## config.mk

```make
export PLATFORM = sky130hd
export DESIGN_NAME = reset_delay_sequencer
export DESIGN_NICKNAME = d
export VERILOG_FILES = /design/src/rtl/reset_delay_sequencer.v
export VERILOG_INCLUDE_DIRS = /design/src /design/src/rtl
export SDC_FILE = /design/constraint.sdc
export NUM_CORES = 1
export LEC_CHECK = 0
export BUFFER_PORTS_ARGS = -buffer_cell sky130_fd_sc_hd__buf_2
export CORE_UTILIZATION = 35
export CTS_BUF_LIST = sky130_fd_sc_hd__clkbuf_16
export DETAILED_ROUTE_END_ITERATION = 12
export GPL_ROUTABILITY_DRIVEN = 0
export PLACE_DENSITY = 0.55
export SLEW_MARGIN = 30
export SYNTH_ARGS = -nofsm -noshare
export SYNTH_HDL_FRONTEND = slang
export SYNTH_SLANG_ARGS = --single-unit
```

## constraint.sdc

```tcl
create_clock -name clk_sys -period 3.55 [get_ports clk_sys]
set_clock_uncertainty 0.2 [all_clocks]
set_input_delay 0.355 -clock clk_sys [delete_from_list [all_inputs] [get_ports clk_sys]]
set_output_delay 0.355 -clock clk_sys [all_outputs]
set_load 0.01 [all_outputs]
```

## src/rtl/reset_delay_sequencer_consts.vh

```
/*
  Constants of the reset and clock release sequencer: nominal delay times,
  the clock rate they are counted at, derived cycle counts and the encoding
  of the selected clock source.
  Assumes the sequencer counts on a free-running 125 MHz timebase.
*/
`ifndef RESET_DELAY_SEQUENCER_CONSTS_VH
`define RESET_DELAY_SEQUENCER_CONSTS_VH

// Timebase rate
`define RDS_CLK_MHZ        125

// Nominal delay times in their own units
`define RDS_T_POR_US       10
`define RDS_T_STARTUP_US   20
`define RDS_T_PWRT_MS      64
`define RDS_T_RST_US       20
`define RDS_T_LOCK_US      20
`define RDS_T_MON_US       100

// Cycle counts derived from times and rate
`define RDS_POR_CYC        (`RDS_T_POR_US * `RDS_CLK_MHZ)
`define RDS_STARTUP_CYC    (`RDS_T_STARTUP_US * `RDS_CLK_MHZ)
`define RDS_PWRT_CYC       (`RDS_T_PWRT_MS * 1000 * `RDS_CLK_MHZ)
`define RDS_RST_CYC        (`RDS_T_RST_US * `RDS_CLK_MHZ)
`define RDS_LOCK_CYC       (`RDS_T_LOCK_US * `RDS_CLK_MHZ)
`define RDS_MON_CYC        (`RDS_T_MON_US * `RDS_CLK_MHZ)

// Oscillator start-up counter
`define RDS_OST_W          10
`define RDS_OST_LAST       10'h3ff

// Clock source selection
`define RDS_SRC_CLK_IN         4'h0
`define RDS_SRC_FAST_RC        4'h1
`define RDS_SRC_SLOW_RC        4'h2
`define RDS_SRC_XTAL_MID       4'h3
`define RDS_SRC_XTAL_HIGH      4'h4
`define RDS_SRC_SEC_XTAL       4'h5
`define RDS_SRC_CLK_IN_PLL     4'h6
`define RDS_SRC_FAST_RC_PLL    4'h7
`define RDS_SRC_XTAL_MID_PLL   4'h8
`define RDS_SRC_XTAL_HIGH_PLL  4'h9

`endif

```

## src/rtl/reset_delay_sequencer.v

```verilog
/*
  Reset and clock release sequencer: times the internal system reset per
  reset type, alongside it the oscillator start-up and PLL lock delays, then the clock monitor delay,
  and arms the clock fail monitor with fast RC fallback.
  Assumes clk_sys is an always-running internal timebase, all inputs are
  synchronous to it and request inputs are one-cycle pulses.
*/
`timescale 1ns/1ns
`include "reset_delay_sequencer_consts.vh"

module reset_delay_sequencer #(
   parameter             CNT_W       = 23,
   parameter [CNT_W-1:0] PWRT_CYCLES = `RDS_PWRT_CYC,
   parameter [CNT_W-1:0] MON_CYCLES  = `RDS_MON_CYC
) (
   // Clock and reset
   input  wire       clk_sys,
   input  wire       rst_n,
   // Reset sources, one-cycle pulses
   input  wire       power_on_req,
   input  wire       brownout_reset,
   input  wire       master_clear_pin,
   input  wire       other_reset_req,
   input  wire       wake_req,
   // Configuration
   input  wire       regulator_en,
   input  wire [3:0] clock_source,
   input  wire       clock_fail_monitor_en,
   input  wire       reselect_source_req,
   // Oscillator status
   input  wire       osc_period_tick,
   input  wire       clock_valid,
   // Sequencer outputs
   output wire       system_reset_internal,
   output wire       clock_released,
   output wire       cpu_run,
   output wire       clock_fail_monitor,
   output wire       fast_rc_fallback,
   output wire       clock_fail_trap
);

   localparam [1:0] R_POR   = 2'h0;
   localparam [1:0] R_START = 2'h1;
   localparam [1:0] R_RST   = 2'h2;
   localparam [1:0] R_DONE  = 2'h3;

   localparam [2:0] C_START = 3'h0;
   localparam [2:0] C_OST   = 3'h1;
   localparam [2:0] C_LOCK  = 3'h2;
   localparam [2:0] C_WAIT  = 3'h3;
   localparam [2:0] C_MDLY  = 3'h4;
   localparam [2:0] C_ARMED = 3'h5;

   // Cycle counts are integers; cut to the counter width on purpose
   localparam integer     POR_I       = `RDS_POR_CYC - 1;
   localparam integer     STARTUP_I   = `RDS_STARTUP_CYC - 1;
   localparam integer     RST_I       = `RDS_RST_CYC - 1;
   localparam integer     LOCK_I      = `RDS_LOCK_CYC - 1;
   localparam [CNT_W-1:0] POR_LEN     = POR_I[CNT_W-1:0];
   localparam [CNT_W-1:0] STARTUP_LEN = STARTUP_I[CNT_W-1:0];
   localparam [CNT_W-1:0] RST_LEN     = RST_I[CNT_W-1:0];
   localparam [CNT_W-1:0] LOCK_LEN    = LOCK_I[CNT_W-1:0];
   localparam [CNT_W-1:0] ONE         = {{(CNT_W-1){1'b0}}, 1'b1};

   reg [1:0]            rstate_ff;
   reg [1:0]            nxt_rstate;
   reg [CNT_W-1:0]      rcnt_ff;
   reg [CNT_W-1:0]      nxt_rcnt;
   reg                  wake_ff;
   reg                  nxt_wake;
   reg [2:0]            cstate_ff;
   reg [2:0]            nxt_cstate;
   reg [CNT_W-1:0]      ccnt_ff;
   reg [CNT_W-1:0]      nxt_ccnt;
   reg [`RDS_OST_W-1:0] ocnt_ff;
   reg [`RDS_OST_W-1:0] nxt_ocnt;
   reg                  mdly_ff;
   reg                  nxt_mdly;
   reg                  pll_ff;
   reg                  nxt_pll;
   reg                  system_reset_internal_ff;
   reg                  clk_rel_ff;
   reg                  cpu_run_ff;
   reg                  mon_ff;
   reg                  fallback_ff;
   reg                  nxt_fallback;
   reg                  trap_ff;
   reg                  nxt_trap;

   // Start-up stage length depends on the regulator
   function [CNT_W-1:0] startup_len;
      input reg_on;
      begin
         startup_len = reg_on ? STARTUP_LEN : PWRT_CYCLES - ONE;
      end
   endfunction

   function is_crystal;
      input [3:0] src;
      begin
         is_crystal = (src == `RDS_SRC_XTAL_MID) || (src == `RDS_SRC_XTAL_HIGH) ||
                      (src == `RDS_SRC_SEC_XTAL) || (src == `RDS_SRC_XTAL_MID_PLL) ||
                      (src == `RDS_SRC_XTAL_HIGH_PLL);
      end
   endfunction

   function uses_pll;
      input [3:0] src;
      begin
         uses_pll = (src == `RDS_SRC_CLK_IN_PLL) || (src == `RDS_SRC_FAST_RC_PLL) ||
                    (src == `RDS_SRC_XTAL_MID_PLL) || (src == `RDS_SRC_XTAL_HIGH_PLL);
      end
   endfunction

   // Reset delay chain; counts on clk_sys so its length ignores the source
   always @* begin
      nxt_rstate = rstate_ff;
      nxt_rcnt   = (rcnt_ff != {CNT_W{1'b0}}) ? rcnt_ff - ONE : rcnt_ff;
      nxt_wake   = wake_ff;
      if (power_on_req) begin
         nxt_rstate = R_POR;
         nxt_rcnt   = POR_LEN;
         nxt_wake   = 1'b0;
      end else if (brownout_reset) begin
         nxt_rstate = R_START;
         nxt_rcnt   = startup_len(regulator_en);
         nxt_wake   = 1'b0;
      end else if (master_clear_pin || other_reset_req) begin
         nxt_rstate = R_RST;
         nxt_rcnt   = RST_LEN;
         nxt_wake   = 1'b0;
      end else if (wake_req && rstate_ff == R_DONE && regulator_en) begin
         nxt_rstate = R_START;
         nxt_rcnt   = STARTUP_LEN;
         nxt_wake   = 1'b1;
      end else if (rcnt_ff == {CNT_W{1'b0}}) begin
         case (rstate_ff)
            R_POR: begin
               nxt_rstate = R_START;
               nxt_rcnt   = startup_len(regulator_en);
            end
            R_START: begin
               if (wake_ff) begin
                  nxt_rstate = R_DONE;
                  nxt_wake   = 1'b0;
               end else begin
                  nxt_rstate = R_RST;
                  nxt_rcnt   = RST_LEN;
               end
            end
            R_RST: nxt_rstate = R_DONE;
            default: nxt_rstate = R_DONE;
         endcase
      end
   end

   // Failure caught by the armed monitor in this cycle
   wire fail_seen = (cstate_ff == C_ARMED) && clock_fail_monitor_en && !clock_valid && !fallback_ff;

   // Clock release chain, started by power-on, brown-out or reselect; only its monitor delay waits for the reset chain
   always @* begin
      nxt_cstate   = cstate_ff;
      nxt_ccnt     = (ccnt_ff != {CNT_W{1'b0}}) ? ccnt_ff - ONE : ccnt_ff;
      nxt_ocnt     = ocnt_ff;
      nxt_mdly     = mdly_ff;
      nxt_pll      = pll_ff;
      nxt_fallback = fallback_ff;
      nxt_trap     = 1'b0;
      if (power_on_req || brownout_reset || reselect_source_req) begin
         nxt_cstate   = C_START;
         // A failure caught as software reselects wins over its clear
         nxt_fallback = fail_seen && !power_on_req && !brownout_reset;
         nxt_trap     = nxt_fallback;
      end else begin
         case (cstate_ff)
            C_START: begin
               nxt_mdly = is_crystal(clock_source) || uses_pll(clock_source);
               nxt_pll  = uses_pll(clock_source);
               nxt_ocnt = {`RDS_OST_W{1'b0}};
               nxt_ccnt = LOCK_LEN;
               if (is_crystal(clock_source))
                  nxt_cstate = C_OST;
               else if (uses_pll(clock_source))
                  nxt_cstate = C_LOCK;
               else
                  nxt_cstate = C_WAIT;
            end
            C_OST: begin
               if (osc_period_tick) begin
                  nxt_ocnt = ocnt_ff + 1'b1;
                  if (ocnt_ff == `RDS_OST_LAST)
                     nxt_cstate = pll_ff ? C_LOCK : C_WAIT;
               end
               nxt_ccnt = LOCK_LEN;
            end
            C_LOCK: begin
               if (ccnt_ff == {CNT_W{1'b0}})
                  nxt_cstate = C_WAIT;
            end
            C_WAIT: begin
               // Monitor timing starts only once the reset chain has let go
               if (rstate_ff == R_DONE && !wake_ff) begin
                  nxt_ccnt   = MON_CYCLES - ONE;
                  nxt_cstate = mdly_ff ? C_MDLY : C_ARMED;
               end
            end
            C_MDLY: begin
               if (ccnt_ff == {CNT_W{1'b0}})
                  nxt_cstate = C_ARMED;
            end
            C_ARMED: begin
               if (fail_seen) begin
                  nxt_fallback = 1'b1;
                  nxt_trap     = 1'b1;
               end
            end
            default: nxt_cstate = C_START;
         endcase
      end
   end

   // Fallback to fast RC counts as a released clock
   wire nxt_clk_rel = (nxt_cstate >= C_WAIT) || nxt_fallback;

   always @(posedge clk_sys or negedge rst_n) begin
      if (!rst_n) begin
         rstate_ff   <= R_POR;
         rcnt_ff     <= POR_LEN;
         wake_ff     <= 1'b0;
         cstate_ff   <= C_START;
         ccnt_ff     <= {CNT_W{1'b0}};
         ocnt_ff     <= {`RDS_OST_W{1'b0}};
         mdly_ff     <= 1'b0;
         pll_ff      <= 1'b0;
         system_reset_internal_ff   <= 1'b1;
         clk_rel_ff  <= 1'b0;
         cpu_run_ff  <= 1'b0;
         mon_ff      <= 1'b0;
         fallback_ff <= 1'b0;
         trap_ff     <= 1'b0;
      end else begin
         rstate_ff   <= nxt_rstate;
         rcnt_ff     <= nxt_rcnt;
         wake_ff     <= nxt_wake;
         cstate_ff   <= nxt_cstate;
         ccnt_ff     <= nxt_ccnt;
         ocnt_ff     <= nxt_ocnt;
         mdly_ff     <= nxt_mdly;
         pll_ff      <= nxt_pll;
         system_reset_internal_ff   <= (nxt_rstate != R_DONE) && !nxt_wake;
         clk_rel_ff  <= nxt_clk_rel;
         cpu_run_ff  <= (nxt_rstate == R_DONE) && nxt_clk_rel;
         mon_ff      <= (nxt_cstate == C_ARMED) && clock_fail_monitor_en;
         fallback_ff <= nxt_fallback;
         trap_ff     <= nxt_trap;
      end
   end

   assign system_reset_internal = system_reset_internal_ff;
   assign clock_released        = clk_rel_ff;
   assign cpu_run               = cpu_run_ff;
   assign clock_fail_monitor    = mon_ff;
   assign fast_rc_fallback      = fallback_ff;
   assign clock_fail_trap       = trap_ff;

endmodule

```

# == Word-level counts from Yosys, hierarchy flattened ==
# Index checks and enable logic that the tools add are counted.
# totals
out_inout_bits,6
ff_bits,70
wordCells,122
input_bits,16
# classes
n_reduce_logical,39
muxes,45
eq_ne,19
n_bitwise,1
magnitude_cmp,1
n_addsub,3
# ops
operator,n
two-way mux 23 bit,11
case mux 23 bit (2 select lines),2
logical NOT 23 bit,2
nonzero test 23 bit,2
"subtractor 23 x 1 -> 23 bit, second input constant",2
case mux 10 bit (2 select lines),1
two-way mux 3 bit,6
case mux 3 bit (6 select lines),1
"equality test 4 x 3 -> 1 bit, second input constant",4
two-way mux 1 bit,16
logical OR 1 bit,12
two-way mux 2 bit,6
logical AND 1 bit,11
"adder 10 x 1 -> 10 bit, second input constant",1
"equality test 10 bit, second input constant",1
two-way mux 10 bit,1
"equality test 3 bit, second input constant",3
"equality test 4 bit, second input constant",2
"equality test 3 x 2 -> 1 bit, second input constant",2
logical NOT 1 bit,6
"equality test 2 bit, second input constant",2
"equality test 4 x 2 -> 1 bit, second input constant",1
"inequality test 2 bit, second input constant",2
case mux 2 bit (2 select lines),1
other kinds (10),10

# == Depth between registers and ports, before layout ==
# logic_depth
word_depth,11
depth_mapped,8
ltp_nobuf,7

# == Worst setup path before layout ==
# OpenSTA, ideal clock, no wires.
# synth_path
kind,register to register
from,register ccnt_ff[0]
to,register ccnt_ff[11]
required_ns,3.219
n_path_buf,1
t_arrival_ns,1.909
setup_time_ns,0.131
path_stages_with_launch,9
period_less_slack_ns,2.241
slack_ns,1.309
cell_sequence,dfrtp_1 -> inv_1 -> ha_1 -> nor3b_1 -> nand3_1 -> o2111ai_2 -> buf_4 -> nor4_1 -> or3_1
# synth_between
elab_chain_len,5
word_cells_on_any_way,6
classes_between,add/sub: 1; mux: 4; reduce/logical: 1
# synth_rtl
element,line_no,text
from (decl),reset_delay_sequencer.v:73,reg [CNT_W-1:0] ccnt_ff;
from (signal assigned),reset_delay_sequencer.v:231,ccnt_ff <= {CNT_W{1'b0}};
from (signal assigned),reset_delay_sequencer.v:246,ccnt_ff <= nxt_ccnt;
subtractor 23 x 1 -> 23 bit or nonzero test 23 bit (tied branches),reset_delay_sequencer.v:163,nxt_ccnt = (ccnt_ff != {CNT_W{1'b0}}) ? ccnt_ff - ONE : ccnt_ff;
two-way mux 23 bit (*),reset_delay_sequencer.v:163,
two-way mux 23 bit,reset_delay_sequencer.v:202,if (rstate_ff == R_DONE && !wake_ff) begin
case mux 23 bit (2 select lines),reset_delay_sequencer.v:175,case (cstate_ff)
two-way mux 23 bit (*),reset_delay_sequencer.v:169,if (power_on_req || brownout_reset || reselect_source_req) begin
via nxt_ccnt[11],reset_delay_sequencer.v:74,reg [CNT_W-1:0] nxt_ccnt;
# Mark *: on every way through the listed nets, which the timed path passes. The rest lies on a longest branch.
# A chain may end at the register's enable or synchronous reset.

# == Final worst setup path ==
# layout_path
from,register ccnt_ff[19]
to,register cpu_run_ff (netlist: cpu_run)
# layout_between
elab_chain_len,7
word_cells_on_any_way,8
classes_between,order compare: 1; mux: 4; reduce/logical: 3
# layout_rtl
element,line_no,text
logical NOT 23 bit (*),"reset_delay_sequencer.v:197, reset_delay_sequencer.v:208",
"two-way mux 3 bit, on equally long branches","reset_delay_sequencer.v:208, reset_delay_sequencer.v:197",
case mux 3 bit (6 select lines) (*),reset_delay_sequencer.v:175,
two-way mux 3 bit (*),reset_delay_sequencer.v:169,
>= comparator 3 x 2 -> 1 bit (*),reset_delay_sequencer.v:223,wire nxt_clk_rel = (nxt_cstate >= C_WAIT) || nxt_fallback;
logical OR 1 bit (*),reset_delay_sequencer.v:223,
logical AND 1 bit (*),reset_delay_sequencer.v:252,cpu_run_ff <= (nxt_rstate == R_DONE) && nxt_clk_rel;
to (signal assigned),reset_delay_sequencer.v:252,
to (decl),reset_delay_sequencer.v:83,reg cpu_run_ff;
# Mark *: on every way between the ends. The rest lies on a longest branch, timed or not.

==> reports/summary.txt <==
total wire length = 9417 µm
dominant cells by area after synthesis = dfrtp_1, xor2_1, nor2_1
placed instance area = 4245 µm²
Tot Pwr = 2165 µW
Final ANT Viol Nets = 0
H-tree levels = 3
Vias = 3,287
Root Buffer = clkbuf_16
Worst Hold Slack = 58.72 ps
Worst Max-Slew Pin Slew = 685.2 ps
Seq/Total Area, Yosys = 44.13%
total core area = 10,980 µm²
commonest cells in the netlist = dfrtp_1, nor2_1, nand2_1, xor2_1, a21oi_1
hold_sp = reselect_source_req
HP Class = input pin to flop
layout cells sized above 1 = 13.88%
Tmin final = 2800 ps
clock sink count = 70
drt wl/cell = 15.85 µm
syn_nets = 447
CP Capture Type = flop
First DRT Iteration DRCs = 209
Non-Filler Instances = 594
register clock-pin slew on the reported worst setup and hold paths = 60 ps
r2r startpoint = ccnt_ff[19]$_DFF_PN0_
first-pass GRT wire length = 16,240 µm
setup TNS = 0 ps
number of global-route vias before repair = 3,322
Final #Nets = 470
most frequent cell after synthesis = dfrtp_1
CTS resizes = 0
Power Density = 475.1 nW/µm²
synthesized flop and latch total = 70
status = completed
Die Area = 11,820 µm²
final setup fails = 0
dominant cell type by area after synthesis = dfrtp_1
max-cap viol count = 0
Max Clk Rate = 0.3572 GHz
Arrival @ worst endpoint = 2830 ps
hold violation count in the final report = 0
max-slew violation count = 0
top_reg_cell synth = dfrtp_1
largest net degree at the start of global routing = 31
Post CTS Setup Buffer Count = 0
TritonCTS clock tree = yes
share of the synthesized area in the top cell type = 40.18%
Critical Path Source Type = flop
worst vdd ir = 0.3988 mV
post-synth cell types = 61
mapped cell area = 3986 µm²
Num CTS Buffers = 9
# placed instances = 578
Ys Warns = 0
RSZ-0062 raised after global routing = false
Final period util = 78.86%
total grt overflow = 0
DR pass1 iterations = 4
# rows = 38
CTS Buffer Depth = 2
Avg Synthesized Cell Area = 9.336 µm²
Leak = 0.001874 µW
Die Wd = 108.7 µm
critical path class = flop to flop
# IOs = 22
number of synthesized flops with an enable pin = 0
Synth Instances = 427
fin area = 4558 µm²
aggregate global-route resource usage = 17.94%
initial antenna violation count = 0
vias per inst = 5.534
Synth async-reset ratio = 100.0%
Req. time, crit path = 3580 ps
Worst Path Max Fanout = 7
DRC viols = 0
Initial Util = 36.30%
die height = 108.7 µm
number of diodes = 0
max_slew headroom = 54.32%
area delta synth->final = 14.34%
Detailed Place HPWL = 6853 µm
number of I/O port buffers = 21
clock latency at the later pin of the worst-skew pair = 330 ps
critical path launch point = ccnt_ff[19]$_DFF_PN0_
-- registers in the layout (all words and copies together) (netlist names), 2 cells and up --
register   count
rstate_ff      2
rcnt_ff       23
cstate_ff      3
ocnt_ff       10
ccnt_ff       23
-- layer usage --
| metal | vias to the layer above | share of wire [%] | wire length (µm) | global-route usage [%] |
|---|---|---|---|---|
| li1 | 1616 | - | - | - |
| met1 | 1600 | 46 | 4347 | 22.88 |
| met2 | 60 | 49 | 4586 | 29.20 |
| met3 | 11 | 4.1 | 382 | 4.842 |
| met4 | 0 | 1.1 | 99 | 6.178 |
| met5 | - | 0 | 0 | 0 |
-- worst max-delay path, cell delays in order, from the launching register on --
cell and delay (ps):
dfrtp_1 410, nor4_1 500, nand4b_1 370, buf_4 270, nor4_1 420, o211ai_1 200
a221oi_1 320
-- kinds of logic after synthesis --
family	synth area share (%)
mux	1.350
xor+xnor	7.690
simple gates	27.24
fa+ha+maj	1.256
flops	44.13
compound gates	15.25
buf+inv	3.076
-- placed cells by master, fill, tap and decap left out, types with 9 or more instances in the layout --
cell type,count
nor3_1,16
dfrtp_1,64
a21oi_1,23
or3_1,14
xor2_1,24
nand3_1,14
o211ai_1,9
inv_1,13
buf_2,21
nor2_1,45
xnor2_1,11
nand2_1,27
nor4_1,13
clkbuf_16,9
o21ai_0,16
-- timing repair --
| item | CTS | global route |
|---|---|---|
| hold endpoints to repair | 27 | 0 |
| setup endpoints to repair | 0 | 0 |
| hold buffers | 1 | 0 |
-- cell type report --
cell class / instances / area [µm²]
Clock buffer: 9 / 225.2
Inverter: 13 / 48.80
Tap cell: 140 / 175.2
Timing Repair Buffer: 29 / 167.7
Fill cell: 1088 / 6425
Sequential cell: 70 / 1759
Multi-Input combinational cell: 327 / 2105
Clock inverter: 6 / 77.57
-- stage by stage --
step / util, % / setup WS, ps
2_1_floorplan: - / 1309
3_5_place_dp: 38.65 / 742.6
3_3_place_gp: 38.65 / 851.0
4_1_cts: 41.50 / 718.7
5_1_grt: 41.50 / 422.8
6_report: 41.50 / 750.4
-- power by group --
part	internal [µW]	switching, µW	leakage (µW)
registers	865	80.7	0.000915
clock network	603	328	0.000150
logic	124	164	0.000809
-- path summary, 6_finish.rpt --
kind                                                to  slack, ps  cells past startpoint
worst max-delay path                 cpu_run$_DFF_PN0_        750                      6
worst min-delay path            cstate_ff[0]$_DFF_PN0_         60                      2
worst max register to register       cpu_run$_DFF_PN0_        750                      6
worst min register to register     mdly_ff$_DFFE_PN0P_        300                      1
max in group asynchronous         rcnt_ff[5]$_DFF_PN1_       1930                      3
min in group asynchronous        ccnt_ff[22]$_DFF_PN0_        400                      2
Power figures use the tool's default switching activity.
